[src/shared/fdas_pkg.sv]
/*
 Constants, encodings and register map of the fieldbus DIP address select block.
 Assumes a 10 MHz system clock and a classic Wishbone slave port of 32 bits.
*/
//------------------------------------------------------------
// Behaviour
// RULE1: Local address is binary sum of switches 1-7, weights 1..64.
// RULE2: Switch 8 off selects bus-set address; on selects switch address.
// RULE3: Address-mode switch is sampled once at power-up only.
// RULE4: Local-mode address stays fixed; every change attempt is refused.
// RULE5: Bus mode uses the station address held in nonvolatile memory.
// RULE6: Stored station address is 126 when shipped.
// RULE7: Bus mode accepts new address from bus or keypad and stores it.
// RULE8: Selector picks one of three function-block sets.
// RULE9: Selector written only acyclically; cyclic writes are rejected.
// RULE10: Other variant: switch 1 on enables analog input simulation.
// RULE11: Other variant: switch 2 on locks all bus writes; code locks selector writes only, status flag clears still go through.
// RULE12: Other variant: switches 3 to 10 have no effect; code still loads switches 1-7 as address when switch 8 is on.
// RULE13: Other variant: device reports manufacturer, device and serial codes.
// RULE14: Valid station address is 0 to 125.
// RULE15: Switches are synchronised, debounced, sampled once and held.
//------------------------------------------------------------
package fdas_pkg;

   // Timing
   localparam int CLK_HZ = 10_000_000;
   localparam int DEB_MS = 5;
   localparam int DEB_CYC = DEB_MS * (CLK_HZ / 1000);

   // Switch bank
   localparam int NSW = 10;
   localparam int SW_MODE = 7;
   localparam int SW_SIM = 0;
   localparam int SW_WLOCK = 1;

   // Addresses
   localparam logic [6:0] SHIPPED_ADDR = 7'h7E;
   localparam logic [7:0] MAX_ADDR = 8'h7D;

   // Register byte offsets
   localparam logic [7:0] OFS_STATUS = 8'h00;
   localparam logic [7:0] OFS_ADDR = 8'h04;
   localparam logic [7:0] OFS_BSET = 8'h08;
   localparam logic [7:0] OFS_SWITCH = 8'h0C;
   localparam logic [7:0] OFS_MFR = 8'h10;
   localparam logic [7:0] OFS_DEV = 8'h14;
   localparam logic [7:0] OFS_SERIAL = 8'h18;

   // Status bits
   localparam int ST_RUN = 0;
   localparam int ST_LOCAL = 1;
   localparam int ST_VARIANT = 2;
   localparam int ST_SIM = 3;
   localparam int ST_WLOCK = 4;
   localparam int ST_SELREJ = 5;
   localparam int ST_ADRREJ = 6;

   // Identity defaults, values arbitrary
   localparam logic [31:0] MFR_ID_DEF = 32'h0000_00A5;
   localparam logic [31:0] DEV_ID_DEF = 32'h0000_005A;
   localparam logic [31:0] SERIAL_DEF = 32'h0000_0001;

   typedef enum logic [1:0] {
      BS_ANALOG_INPUT_BLOCK = 2'b00,
      BS_ONE_TOTALIZER_BLOCK = 2'b01,
      BS_FULL = 2'b10
   } fdas_bset_type;

   localparam fdas_bset_type BSET_RST = BS_FULL;

   typedef enum logic [1:0] {
      S_SETTLE = 2'b00,
      S_SAMPLE = 2'b01,
      S_RUN = 2'b10
   } fdas_state_type;

endpackage

[src/hdl/fdas_debounce.sv]
/*
 Per-bit synchroniser and debouncer for the switch bank.
 Assumes switch levels may change at any time relative to clk_i.
*/
`timescale 1ns/10ps
module fdas_debounce #(
   parameter int N = 10,
   parameter int CNT = 50000
) (
   input wire logic clk_i,
   input wire logic rst_i,
   input wire logic [N-1:0] raw_i,
   output logic [N-1:0] val_o,
   output logic settled_o
);
   localparam int CW = $clog2(CNT + 1);
   localparam logic [CW-1:0] LAST = CW'(CNT - 1);

   typedef struct packed {
      logic [N-1:0] s1;
      logic [N-1:0] s2;
      logic [N-1:0] prev;
      logic [N-1:0] val;
      logic [N-1:0] done;
      logic [N-1:0][CW-1:0] cnt;
   } fdas_deb_type;

   fdas_deb_type r_ff;
   fdas_deb_type nxt_r;

   //------------------------------------------------------------
   // Filter
   //------------------------------------------------------------
   // First stage feeds only the second stage
   always_comb begin
      nxt_r = r_ff;
      nxt_r.s1 = raw_i;
      nxt_r.s2 = r_ff.s1;
      nxt_r.prev = r_ff.s2;
      for (int i = 0; i < N; i++) begin
         if (r_ff.s2[i] != r_ff.prev[i]) begin
            nxt_r.cnt[i] = '0;
         end else if (r_ff.cnt[i] == LAST) begin
            nxt_r.val[i] = r_ff.s2[i]; // see RULE15
            nxt_r.done[i] = 1'b1;
         end else begin
            nxt_r.cnt[i] = r_ff.cnt[i] + 1'b1;
         end
      end
   end

   always_ff @(posedge clk_i) begin
      if (rst_i) begin
         r_ff <= '0;
      end else begin
         r_ff <= nxt_r;
      end
   end

   assign val_o = r_ff.val;
   assign settled_o = &r_ff.done;

endmodule

[src/hdl/fdas_top.sv]
/*
 Power-up switch sampling, station address selection, block-set selector
 and switch options of a fieldbus front end, with a Wishbone register port.
 Assumes rst_i is asserted at power-up and that a nonvolatile store
 presents its saved address on nvm_addr_i and accepts nvm_wr_o pulses.
*/
// Chosen here: the register offsets and the Wishbone slave port.
`timescale 1ns/10ps
module fdas_top #(
   parameter int DEB_CYC = fdas_pkg::DEB_CYC,
   parameter logic [31:0] MFR_ID = fdas_pkg::MFR_ID_DEF,
   parameter logic [31:0] DEV_ID = fdas_pkg::DEV_ID_DEF,
   parameter logic [31:0] SERIAL = fdas_pkg::SERIAL_DEF
) (
   input wire logic clk_i,
   input wire logic rst_i,
   // Wishbone slave
   input wire logic cyc_i,
   input wire logic stb_i,
   input wire logic we_i,
   input wire logic [7:0] adr_i,
   input wire logic [3:0] sel_i,
   input wire logic [31:0] dat_i,
   output logic [31:0] dat_o,
   output logic ack_o,
   // Switches and variant strap
   input wire logic [fdas_pkg::NSW-1:0] dip_i,
   input wire logic fnd_variant_i,
   // Keypad address entry
   input wire logic key_stb_i,
   input wire logic [7:0] key_addr_i,
   // Cyclic write attempt on the selector
   input wire logic cyc_sel_stb_i,
   input wire logic [1:0] cyc_sel_i,
   // Nonvolatile store
   input wire logic [6:0] nvm_addr_i,
   output logic nvm_wr_o,
   output logic [6:0] nvm_wdata_o,
   // Results
   output logic config_done_o,
   output logic [6:0] station_addr_o,
   output logic addr_valid_o,
   output logic [1:0] block_set_o,
   output logic sim_enable_o,
   output logic write_lock_o
);

   typedef struct packed {
      fdas_pkg::fdas_state_type state;
      logic [fdas_pkg::NSW-1:0] sw;
      logic local_mode;
      logic variant;
      logic sim;
      logic wlock;
      logic [6:0] addr;
      logic addr_valid;
      fdas_pkg::fdas_bset_type bset;
      logic sel_rej;
      logic adr_rej;
      logic nvm_wr;
      logic [6:0] nvm_data;
      logic ack;
      logic [31:0] dat;
   } fdas_top_type;

   fdas_top_type r_ff;
   fdas_top_type nxt_r;

   logic [fdas_pkg::NSW-1:0] sw_deb;
   logic settled;
   logic wb_req;
   logic wr_go;
   logic run;
   logic bus_mode;
   logic [7:0] new_addr;
   logic take_addr;
   logic [31:0] status;

   fdas_debounce #(
      .N(fdas_pkg::NSW),
      .CNT(DEB_CYC)
   ) u_deb (
      .clk_i(clk_i),
      .rst_i(rst_i),
      .raw_i(dip_i),
      .val_o(sw_deb),
      .settled_o(settled)
   );

   //------------------------------------------------------------
   // Bus handshake
   //------------------------------------------------------------
   // Write commits on the edge where the master sees ack
   assign wb_req = cyc_i & stb_i & ~r_ff.ack;
   assign wr_go = cyc_i & stb_i & we_i & r_ff.ack & sel_i[0];
   assign run = r_ff.state == fdas_pkg::S_RUN;
   assign bus_mode = run & ~r_ff.variant & ~r_ff.local_mode;

   assign status = {25'h0000000, r_ff.adr_rej, r_ff.sel_rej, r_ff.wlock,
                    r_ff.sim, r_ff.variant, r_ff.local_mode, run};

   //------------------------------------------------------------
   // Next state
   //------------------------------------------------------------
   always_comb begin
      nxt_r = r_ff;
      nxt_r.ack = wb_req;
      nxt_r.nvm_wr = 1'b0;
      new_addr = 8'h00;
      take_addr = 1'b0;

      case (r_ff.state)
         fdas_pkg::S_SETTLE: begin
            if (settled) begin
               nxt_r.state = fdas_pkg::S_SAMPLE;
            end
         end
         fdas_pkg::S_SAMPLE: begin
            // Only sample ever taken; later switch moves are ignored
            nxt_r.sw = sw_deb; // see RULE15
            nxt_r.variant = fnd_variant_i;
            nxt_r.local_mode = sw_deb[fdas_pkg::SW_MODE] & ~fnd_variant_i; // see RULE3
            // Switches 3..10 set no option in the other variant; switch 8 still picks the switch address
            nxt_r.sim = fnd_variant_i & sw_deb[fdas_pkg::SW_SIM]; // see RULE10
            nxt_r.wlock = fnd_variant_i & sw_deb[fdas_pkg::SW_WLOCK]; // see RULE11 RULE12
            if (sw_deb[fdas_pkg::SW_MODE]) begin
               nxt_r.addr = sw_deb[6:0]; // see RULE1 RULE2
            end else begin
               nxt_r.addr = nvm_addr_i; // see RULE2 RULE5
            end
            nxt_r.state = fdas_pkg::S_RUN;
         end
         fdas_pkg::S_RUN: begin
            nxt_r.state = fdas_pkg::S_RUN;
         end
         default: begin
            nxt_r.state = fdas_pkg::S_SETTLE;
         end
      endcase

      // Status flags clear first so a same-cycle event still sets them
      if (wr_go && adr_i == fdas_pkg::OFS_STATUS) begin
         if (dat_i[fdas_pkg::ST_SELREJ]) begin
            nxt_r.sel_rej = 1'b0;
         end
         if (dat_i[fdas_pkg::ST_ADRREJ]) begin
            nxt_r.adr_rej = 1'b0;
         end
      end

      // Keypad has priority over a bus write in the same cycle
      if (key_stb_i) begin
         new_addr = key_addr_i;
         take_addr = 1'b1;
      end else if (wr_go && adr_i == fdas_pkg::OFS_ADDR) begin
         new_addr = dat_i[7:0];
         take_addr = 1'b1;
      end
      if (take_addr) begin
         if (bus_mode && new_addr <= fdas_pkg::MAX_ADDR) begin
            nxt_r.addr = new_addr[6:0]; // see RULE7 RULE14
            nxt_r.nvm_wr = 1'b1;
            nxt_r.nvm_data = new_addr[6:0];
         end else begin
            nxt_r.adr_rej = 1'b1; // see RULE4 RULE14
         end
      end

      if (wr_go && adr_i == fdas_pkg::OFS_BSET) begin
         if (r_ff.wlock || dat_i[1:0] == 2'b11) begin
            nxt_r.sel_rej = 1'b1; // see RULE11
         end else begin
            nxt_r.bset = fdas_pkg::fdas_bset_type'(dat_i[1:0]); // see RULE8 RULE9
         end
      end

      // Cyclic exchange may never alter the selector
      if (cyc_sel_stb_i) begin
         nxt_r.sel_rej = 1'b1; // see RULE9
      end

      nxt_r.addr_valid = (nxt_r.state == fdas_pkg::S_RUN) & ~nxt_r.variant
                         & ({1'b0, nxt_r.addr} <= fdas_pkg::MAX_ADDR); // see RULE14

      // Read data, unmapped offsets answer zero
      if (wb_req && !we_i) begin
         if (adr_i == fdas_pkg::OFS_STATUS) begin
            nxt_r.dat = status;
         end else if (adr_i == fdas_pkg::OFS_ADDR) begin
            nxt_r.dat = {25'h0000000, r_ff.addr};
         end else if (adr_i == fdas_pkg::OFS_BSET) begin
            nxt_r.dat = {30'h00000000, r_ff.bset};
         end else if (adr_i == fdas_pkg::OFS_SWITCH) begin
            nxt_r.dat = {22'h000000, r_ff.sw};
         end else if (adr_i == fdas_pkg::OFS_MFR) begin
            nxt_r.dat = MFR_ID; // see RULE13
         end else if (adr_i == fdas_pkg::OFS_DEV) begin
            nxt_r.dat = DEV_ID;
         end else if (adr_i == fdas_pkg::OFS_SERIAL) begin
            nxt_r.dat = SERIAL;
         end else begin
            nxt_r.dat = 32'h00000000;
         end
      end
   end

   //------------------------------------------------------------
   // State register
   //------------------------------------------------------------
   always_ff @(posedge clk_i) begin
      if (rst_i) begin
         r_ff <= '0;
         r_ff.addr <= fdas_pkg::SHIPPED_ADDR; // see RULE6
         r_ff.bset <= fdas_pkg::BSET_RST;
      end else begin
         r_ff <= nxt_r;
      end
   end

   assign dat_o = r_ff.dat;
   assign ack_o = r_ff.ack;
   assign nvm_wr_o = r_ff.nvm_wr;
   assign nvm_wdata_o = r_ff.nvm_data;
   assign config_done_o = run;
   assign station_addr_o = r_ff.addr;
   assign addr_valid_o = r_ff.addr_valid;
   assign block_set_o = r_ff.bset;
   assign sim_enable_o = r_ff.sim;
   assign write_lock_o = r_ff.wlock;
endmodule

[config.mk]
export PLATFORM = sky130hd
export DESIGN_NAME = fdas_top
export DESIGN_NICKNAME = d
export VERILOG_FILES = /design/src/shared/fdas_pkg.sv /design/src/hdl/fdas_debounce.sv /design/src/hdl/fdas_top.sv
export SDC_FILE = /design/constraint.sdc
export NUM_CORES = 1
export LEC_CHECK = 0
export BUFFER_PORTS_ARGS = -buffer_cell sky130_fd_sc_hd__buf_2
export CORE_ASPECT_RATIO = 1.25
export CORE_MARGIN = 2
export CORE_UTILIZATION = 38
export DETAILED_ROUTE_END_ITERATION = 12
export PLACE_DENSITY = 0.64
export SYNTH_ARGS = -nofsm -noshare
export SYNTH_HDL_FRONTEND = slang
export SYNTH_SLANG_ARGS = --single-unit
[constraint.sdc]
create_clock -name clk_i -period 3.2 [get_ports clk_i]
set_clock_uncertainty 0.2 [all_clocks]
set_input_delay 0.8 -clock clk_i [delete_from_list [all_inputs] [get_ports clk_i]]
set_output_delay 0.8 -clock clk_i [all_outputs]
set_load 0.1 [all_outputs]
### Word level (Yosys, flattened, before mapping)

Cells that the tools add are included.

* register bits: 279
* input port bits: 79
* output and inout port bits: 54
* word-level logic and storage cells: 179

* add/sub/neg operators: 10
* magnitude comparators: 2
* eq/ne operators: 30
* muxes and demuxes: 26
* bitwise operators: 29
* reduce and logical (&&, ||, !) cells: 34

Operator list (number)
* $add 16x1->16 const B: 10
* $eq 16x16->1 const B: 10
* $mux 10: 5
* $mux 8: 4
* $mux 7: 4
* $eq 8x5->1 const B: 3
* $reduce_and 2->1: 12
* $reduce_or 2->1: 12
* $not 1->1: 17
* $eq 8x4->1 const B: 2
* $and 1x1->1: 12
* $ne 1x1->1: 10
* $reduce_and 10->1: 1
* $mux 1: 9
* $mux 9: 1
* $eq 8x3->1 const B: 1
* $le 8x7->1 const B: 1
* $logic_not 8->1: 1
* $le 7x7->1 const B: 1
* $eq 2x2->1 const B: 3
* $logic_and 1x1->1: 5
* $mux 2: 2
* $pmux 2 s2: 1
* $eq 2x1->1 const B: 1
* other kinds (3): 3

### Longest topological paths before layout

* word-level depth: 13
* mapped depth: 8
* gate-level depth less buffers: 7

### Modules after synthesis

Synthesis repeated with hierarchy kept, for this count alone.

* cells, all modules: 1355
* area, all modules: 11862.6 um^2

By module, submodules not included
* fdas_debounce: instances 1, cells each 1028, area each 9140.0 um^2, seq. area each 4204.0 um^2
* fdas_top: instances 1, cells each 327, area each 2722.6 um^2, seq. area each 940.9 um^2

### Least setup slack after synthesis

OpenSTA, ideal clock, no wires.

* path type: register -> register
* start point: reg r_ff[67] in the netlist's numbering
* end point: reg r_ff, in the netlist station_addr_o[5]
* setup time: 0.131 ns
* arrival time: 2.313 ns
* data required time: 2.869 ns
* path slack: 0.556 ns
* cell stages (with the launch flop): 7
* buffers on the path: 0
* period minus slack after synthesis: 2.644 ns
* cell sequence: dfxtp_1 > inv_1 > ha_1 > nand3_1 > a211o_4 > a2111oi_2 > o21ai_1

* word-level cells in the longest chain between the ends: 6
* elaborated cells on any way between the ends: 8
* those cells by class: eq/ne (2); mux (3); bitwise (2); reduce/logical (1)

Ends and longest elaborated chain
* from (decl): RTL line fdas_top.sv:66 `fdas_top_type r_ff;`
* from (signal assigned): RTL line fdas_top.sv:216 `r_ff <= nxt_r;`
* $eq 2x2->1: RTL line fdas_top.sv:96 `assign run = r_ff.state == fdas_pkg::S_RUN;`
* net config_done_o: RTL line fdas_top.sv:40 `output logic config_done_o,`
* $and 1x1->1 (2 in series): RTL line fdas_top.sv:97 `assign bus_mode = run & ~r_ff.variant & ~r_ff.local_mode;`
* $logic_and 1x1->1: RTL line fdas_top.sv:160 `if (bus_mode && new_addr <= fdas_pkg::MAX_ADDR) begin`
* $mux 7: RTL line fdas_top.sv:160
* $mux 7: RTL line fdas_top.sv:159 `if (take_addr) begin`

The timed path passes the listed nets, and every way through them passes these cells.
A chain may end at the register's enable or synchronous reset.

### Worst setup path in the final report

* start point: reg r_ff[67] in the netlist's numbering
* end point: out config_done_o

* word-level cells in the longest chain between the ends: 1

Ends and longest elaborated chain (RTL line)
* $eq 2x2->1: fdas_top.sv:96
* to (decl): fdas_top.sv:40

No other way between the ends.

==> impl_results.rst <==
.. list-table::
   :header-rows: 1

   * - Metric
     - Value
   * - Outcome
     - complete, no violations
   * - Level count of the clock H-tree
     - 1
   * - Yosys warning count
     - 0
   * - Share of the core filled with cells
     - 43.2%
   * - Switching portion of total power
     - 22.9%
   * - Type of element launching the critical path
     - register
   * - Largest net degree at the start of global routing
     - 34
   * - Cell Area, Synth
     - 11,600 µm²
   * - Die Span Y
     - 199 µm
   * - Proportion of register bits with asynchronous set or reset after synthesis
     - 0%
   * - Kind of critical path
     - register to primary output
   * - Critical path capture point type
     - primary output
   * - Half-perimeter wire length after detailed placement
     - ~17,000 µm
   * - GRT overflow
     - 0
   * - Post-CTS setup buffers
     - 0
   * - Area of combinational cells with multiple inputs
     - 5880 µm²
   * - Number of fill cells
     - 2,985
   * - Final RePlAce weighted congestion
     - 0.818
   * - Post-synthesis instance total
     - 1,312
   * - Initial antenna violation count
     - 0
   * - Top_reg_cell synth
     - sky130_fd_sc_hd__dfxtp_1
   * - Number of placed I/O pins
     - 133
   * - Crit-path max FO
     - 3
   * - Internal Pwr Total
     - 5.18 mW
   * - Number of pins exceeding their max-slew limit in the final report
     - 0
   * - Reg area
     - about 5100 µm²
   * - Top cell type's share of synthesized area
     - 44.4%
   * - Non-Filler Cell Area, Final
     - around 13,000 µm²
   * - First-iteration detailed-routing DRC count
     - 390
   * - Global-route usage over all layers
     - 15.0%
   * - Cell type with the highest aggregate area in the netlist
     - sky130_fd_sc_hd__dfxtp_1
   * - Final routed DRC violation total
     - 0
   * - Number of hold violations in the final report
     - 0
   * - Switching power
     - roughly 1.5 mW
   * - Max-Cap Viols
     - 0
   * - Area contributors post-synth
     - sky130_fd_sc_hd__dfxtp_1 (44%), sky130_fd_sc_hd__xor2_1 (6.8%), sky130_fd_sc_hd__nor2_1 (6.3%)
   * - Tcrit/Tclk final
     - 82.5%
   * - F_max
     - 379 MHz
   * - Post-cts hold buffer count
     - 0
   * - Antenna diode instance count
     - 0
   * - Number of routed nets with antenna violations
     - 0
   * - Gate power share
     - 6.1%
   * - Vias after detailed routing
     - 8,820
   * - Data required time of the critical path
     - 2200 ps
   * - Area enclosed by the die boundary
     - between 30,000 and 40,000 µm²
   * - Placed instance area
     - 12,100 µm²
   * - Routed WL
     - 24,300 µm
   * - Worst slew margin relative to its limit
     - 48.2%
   * - Number of I/O port buffers
     - 81
   * - CTS tree
     - yes
   * - Post-cts gate resize count
     - 0
   * - Number of rows in the core area
     - 71
   * - Net count of the finished layout
     - between 1k and 1.5k
   * - Total CTS buffers
     - 26
   * - Vias per inst
     - about 5
   * - Clock slew at reported path FFs
     - approximately 60 ps
   * - Mean area per synthesized cell
     - 8.83 µm²
   * - Clock tree buffer depth
     - 3
   * - Clock share of power
     - between 40% and 50%
   * - Number of distinct standard cells referenced by the synthesized netlist
     - 66
   * - Area growth from synthesis to final layout
     - 11.9%
   * - Skew-Pair Late Insertion Delay
     - roughly 520 ps
   * - Worst Reg-to-Reg Cells
     - 5
   * - Leak
     - 4.85 nW
   * - Least-Margin Pin Slew
     - 772 ps
   * - Via count of the first global-routing pass
     - ~8.4k
   * - Register share of total power
     - 49.0%
   * - Wire length of the first global-routing pass
     - 40,800 µm
   * - Worst Hold Class
     - register to register
   * - Portion of the post-synthesis area used by sequential elements
     - around 44%
   * - Number of flops mapped to enable cells by yosys
     - 0
   * - Effective utilization at floorplan
     - 38.6%
   * - Slack of the worst reg-to-reg path
     - around 830 ps
   * - First-pass iteration count of the detailed router
     - 5
   * - Setup violators final
     - 0
   * - Horizontal extent of the die
     - 160 µm
   * - Clock root cell
     - sky130_fd_sc_hd__clkbuf_16
   * - Number of synthesized register bits
     - between 200 and 300
   * - Clock period minus final worst setup slack
     - around 2600 ps
   * - Peak VDD IR
     - around 0.35 mV
   * - RSZ-0062 raised after global routing
     - false
   * - Core region area
     - 30,000 µm²
   * - Hold depth
     - 1
   * - Avg WL per Cell
     - 13.7 µm
   * - Total negative slack for setup checks
     - 0 ps
   * - Sink count of the clock tree
     - 257
   * - Fraction of final layout cells with drive strength greater than 1
     - about a tenth
   * - Critical path arrival
     - ~1600 ps
   * - Power density over cell area
     - 519 nW/µm²
[kinds of logic (layout without fill, tap and decap cells)]
logic type      Yosys count  in the layout  share of synthesized area [%]
simple gates            598            598                           27.1
flops                   257            257                           44.4
compound gates          153            153                           8.14
xor+xnor                144            144                           10.9
buf+inv                 117            160                           5.47
mux                      29             29                           2.51
fa+ha+maj                13             13                           1.40
other cells               1             22                         0.0324
[area by class of cell]
class / count / area share [%]
multi-input cells: 959 / 45.4
flip-flops and latches: 257 / 39.7
repair buffers: 90 / 3.67
clock buffers: 39 / 6.02
well taps: 401 / 3.87
clock inverters: 3 / 0.521
inverters: 28 / 0.811
[metrics by stage]
step | hold slack (ps) | worst slack (ps) | power, mW | std cells
after CTS | 235 | 537 | 6.81 | 1777
after detailed placement | 220 | 301 | 3.78 | 1735
after global placement | 217 | 283 | 3.77 | 1735
final | 233 | 559 | 6.72 | 1777
after global routing | 260 | 512 | 6.97 | 1777
after floorplan | 214 | 556 | 3.71 | 1333
[power by group through the flow]
stage                     Clock (mW)  Sequential, mW  Combinational [mW]
final                           3.02            3.29               0.410
after global routing            3.23            3.30               0.446
after CTS                       3.10            3.29               0.413
after detailed placement           0            3.37               0.411
after global placement             0            3.36               0.405
after floorplan                    0            3.36               0.347
[Yosys cell counts, drive strengths merged, types with 2 or more instances]
master,count
inv,28
nand2,95
or2,3
mux2i,29
nand2b,8
nor3,26
nor2,196
o21ai,54
nand4,32
xnor2,54
nor3b,2
nand3,72
clkbuf,24
or3,18
nor4b,16
dfxtp,257
nor4,7
a31oi,3
a2111oi,3
xor2,90
buf,65
a21oi,59
nand4b,6
and2,10
a221oi,3
nand3b,2
a21o,6
nor4bb,13
or4b,2
and4,14
a211oi,4
nor2b,41
ha,13
and4b,4
o211ai,2
and3,30
a41oi,5
[critical path: stages (launching register included)]
cell	delay [ps]
sky130_fd_sc_hd__dfxtp_1	330
sky130_fd_sc_hd__inv_1	80
sky130_fd_sc_hd__ha_1	250
sky130_fd_sc_hd__buf_2	460
[sequential cells by signal (all words and copies together) (netlist names)]
register,flops
u_deb.nxt_r,20
dat_o,10
block_set_o,2
u_deb.r_ff,180
nvm_wr_o,1
ack_o,1
u_deb.val_o,10
nvm_wdata_o,7
station_addr_o,7
sim_enable_o,1
addr_valid_o,1
r_ff,16
write_lock_o,1
[routing by layer]
metal	track usage, %	part of all wire [%]
met5	0	0
met4	4.17	1.8
met3	2.24	4.1
met2	26.7	48
met1	19.0	46
[final timing paths]
check	end	from
min reg2reg	u_deb.nxt_r[181]	u_deb.nxt_r[191]
min	u_deb.nxt_r[181]	u_deb.nxt_r[191]
max	config_done_o	r_ff[67]
max reg2reg	u_deb.r_ff[34]	u_deb.r_ff[43]
[cells in the final DEF, fill, tap and decap left out, types with 6 or more instances in the layout]
| cell type | synthesis | layout |
|---|---|---|
| sky130_fd_sc_hd__a21o_1 | 6 | 6 |
| sky130_fd_sc_hd__a21oi_1 | 59 | 59 |
| sky130_fd_sc_hd__and2_1 | 8 | 8 |
| sky130_fd_sc_hd__and3_1 | 29 | 29 |
| sky130_fd_sc_hd__and4_1 | 14 | 14 |
| sky130_fd_sc_hd__buf_2 | 5 | 80 |
| sky130_fd_sc_hd__buf_4 | 50 | 10 |
| sky130_fd_sc_hd__clkbuf_1 | 24 | 6 |
| sky130_fd_sc_hd__clkbuf_16 | 0 | 27 |
| sky130_fd_sc_hd__clkbuf_8 | 0 | 6 |
| sky130_fd_sc_hd__conb_1 | 1 | 22 |
| sky130_fd_sc_hd__dfxtp_1 | 257 | 257 |
| sky130_fd_sc_hd__ha_1 | 13 | 13 |
| sky130_fd_sc_hd__inv_1 | 28 | 28 |
| sky130_fd_sc_hd__mux2i_1 | 29 | 29 |
| sky130_fd_sc_hd__nand2_1 | 95 | 95 |
| sky130_fd_sc_hd__nand2b_1 | 8 | 8 |
| sky130_fd_sc_hd__nand3_1 | 72 | 72 |
| sky130_fd_sc_hd__nand4_1 | 30 | 30 |
| sky130_fd_sc_hd__nand4b_1 | 6 | 6 |
| sky130_fd_sc_hd__nor2_1 | 195 | 195 |
| sky130_fd_sc_hd__nor2b_1 | 41 | 41 |
| sky130_fd_sc_hd__nor3_1 | 26 | 26 |
| sky130_fd_sc_hd__nor4b_1 | 15 | 15 |
| sky130_fd_sc_hd__nor4bb_1 | 13 | 13 |
| sky130_fd_sc_hd__o21ai_0 | 50 | 50 |
| sky130_fd_sc_hd__or3_1 | 18 | 18 |
| sky130_fd_sc_hd__xnor2_1 | 54 | 54 |
| sky130_fd_sc_hd__xor2_1 | 90 | 90 |
(Power assumes the default switching activity.)
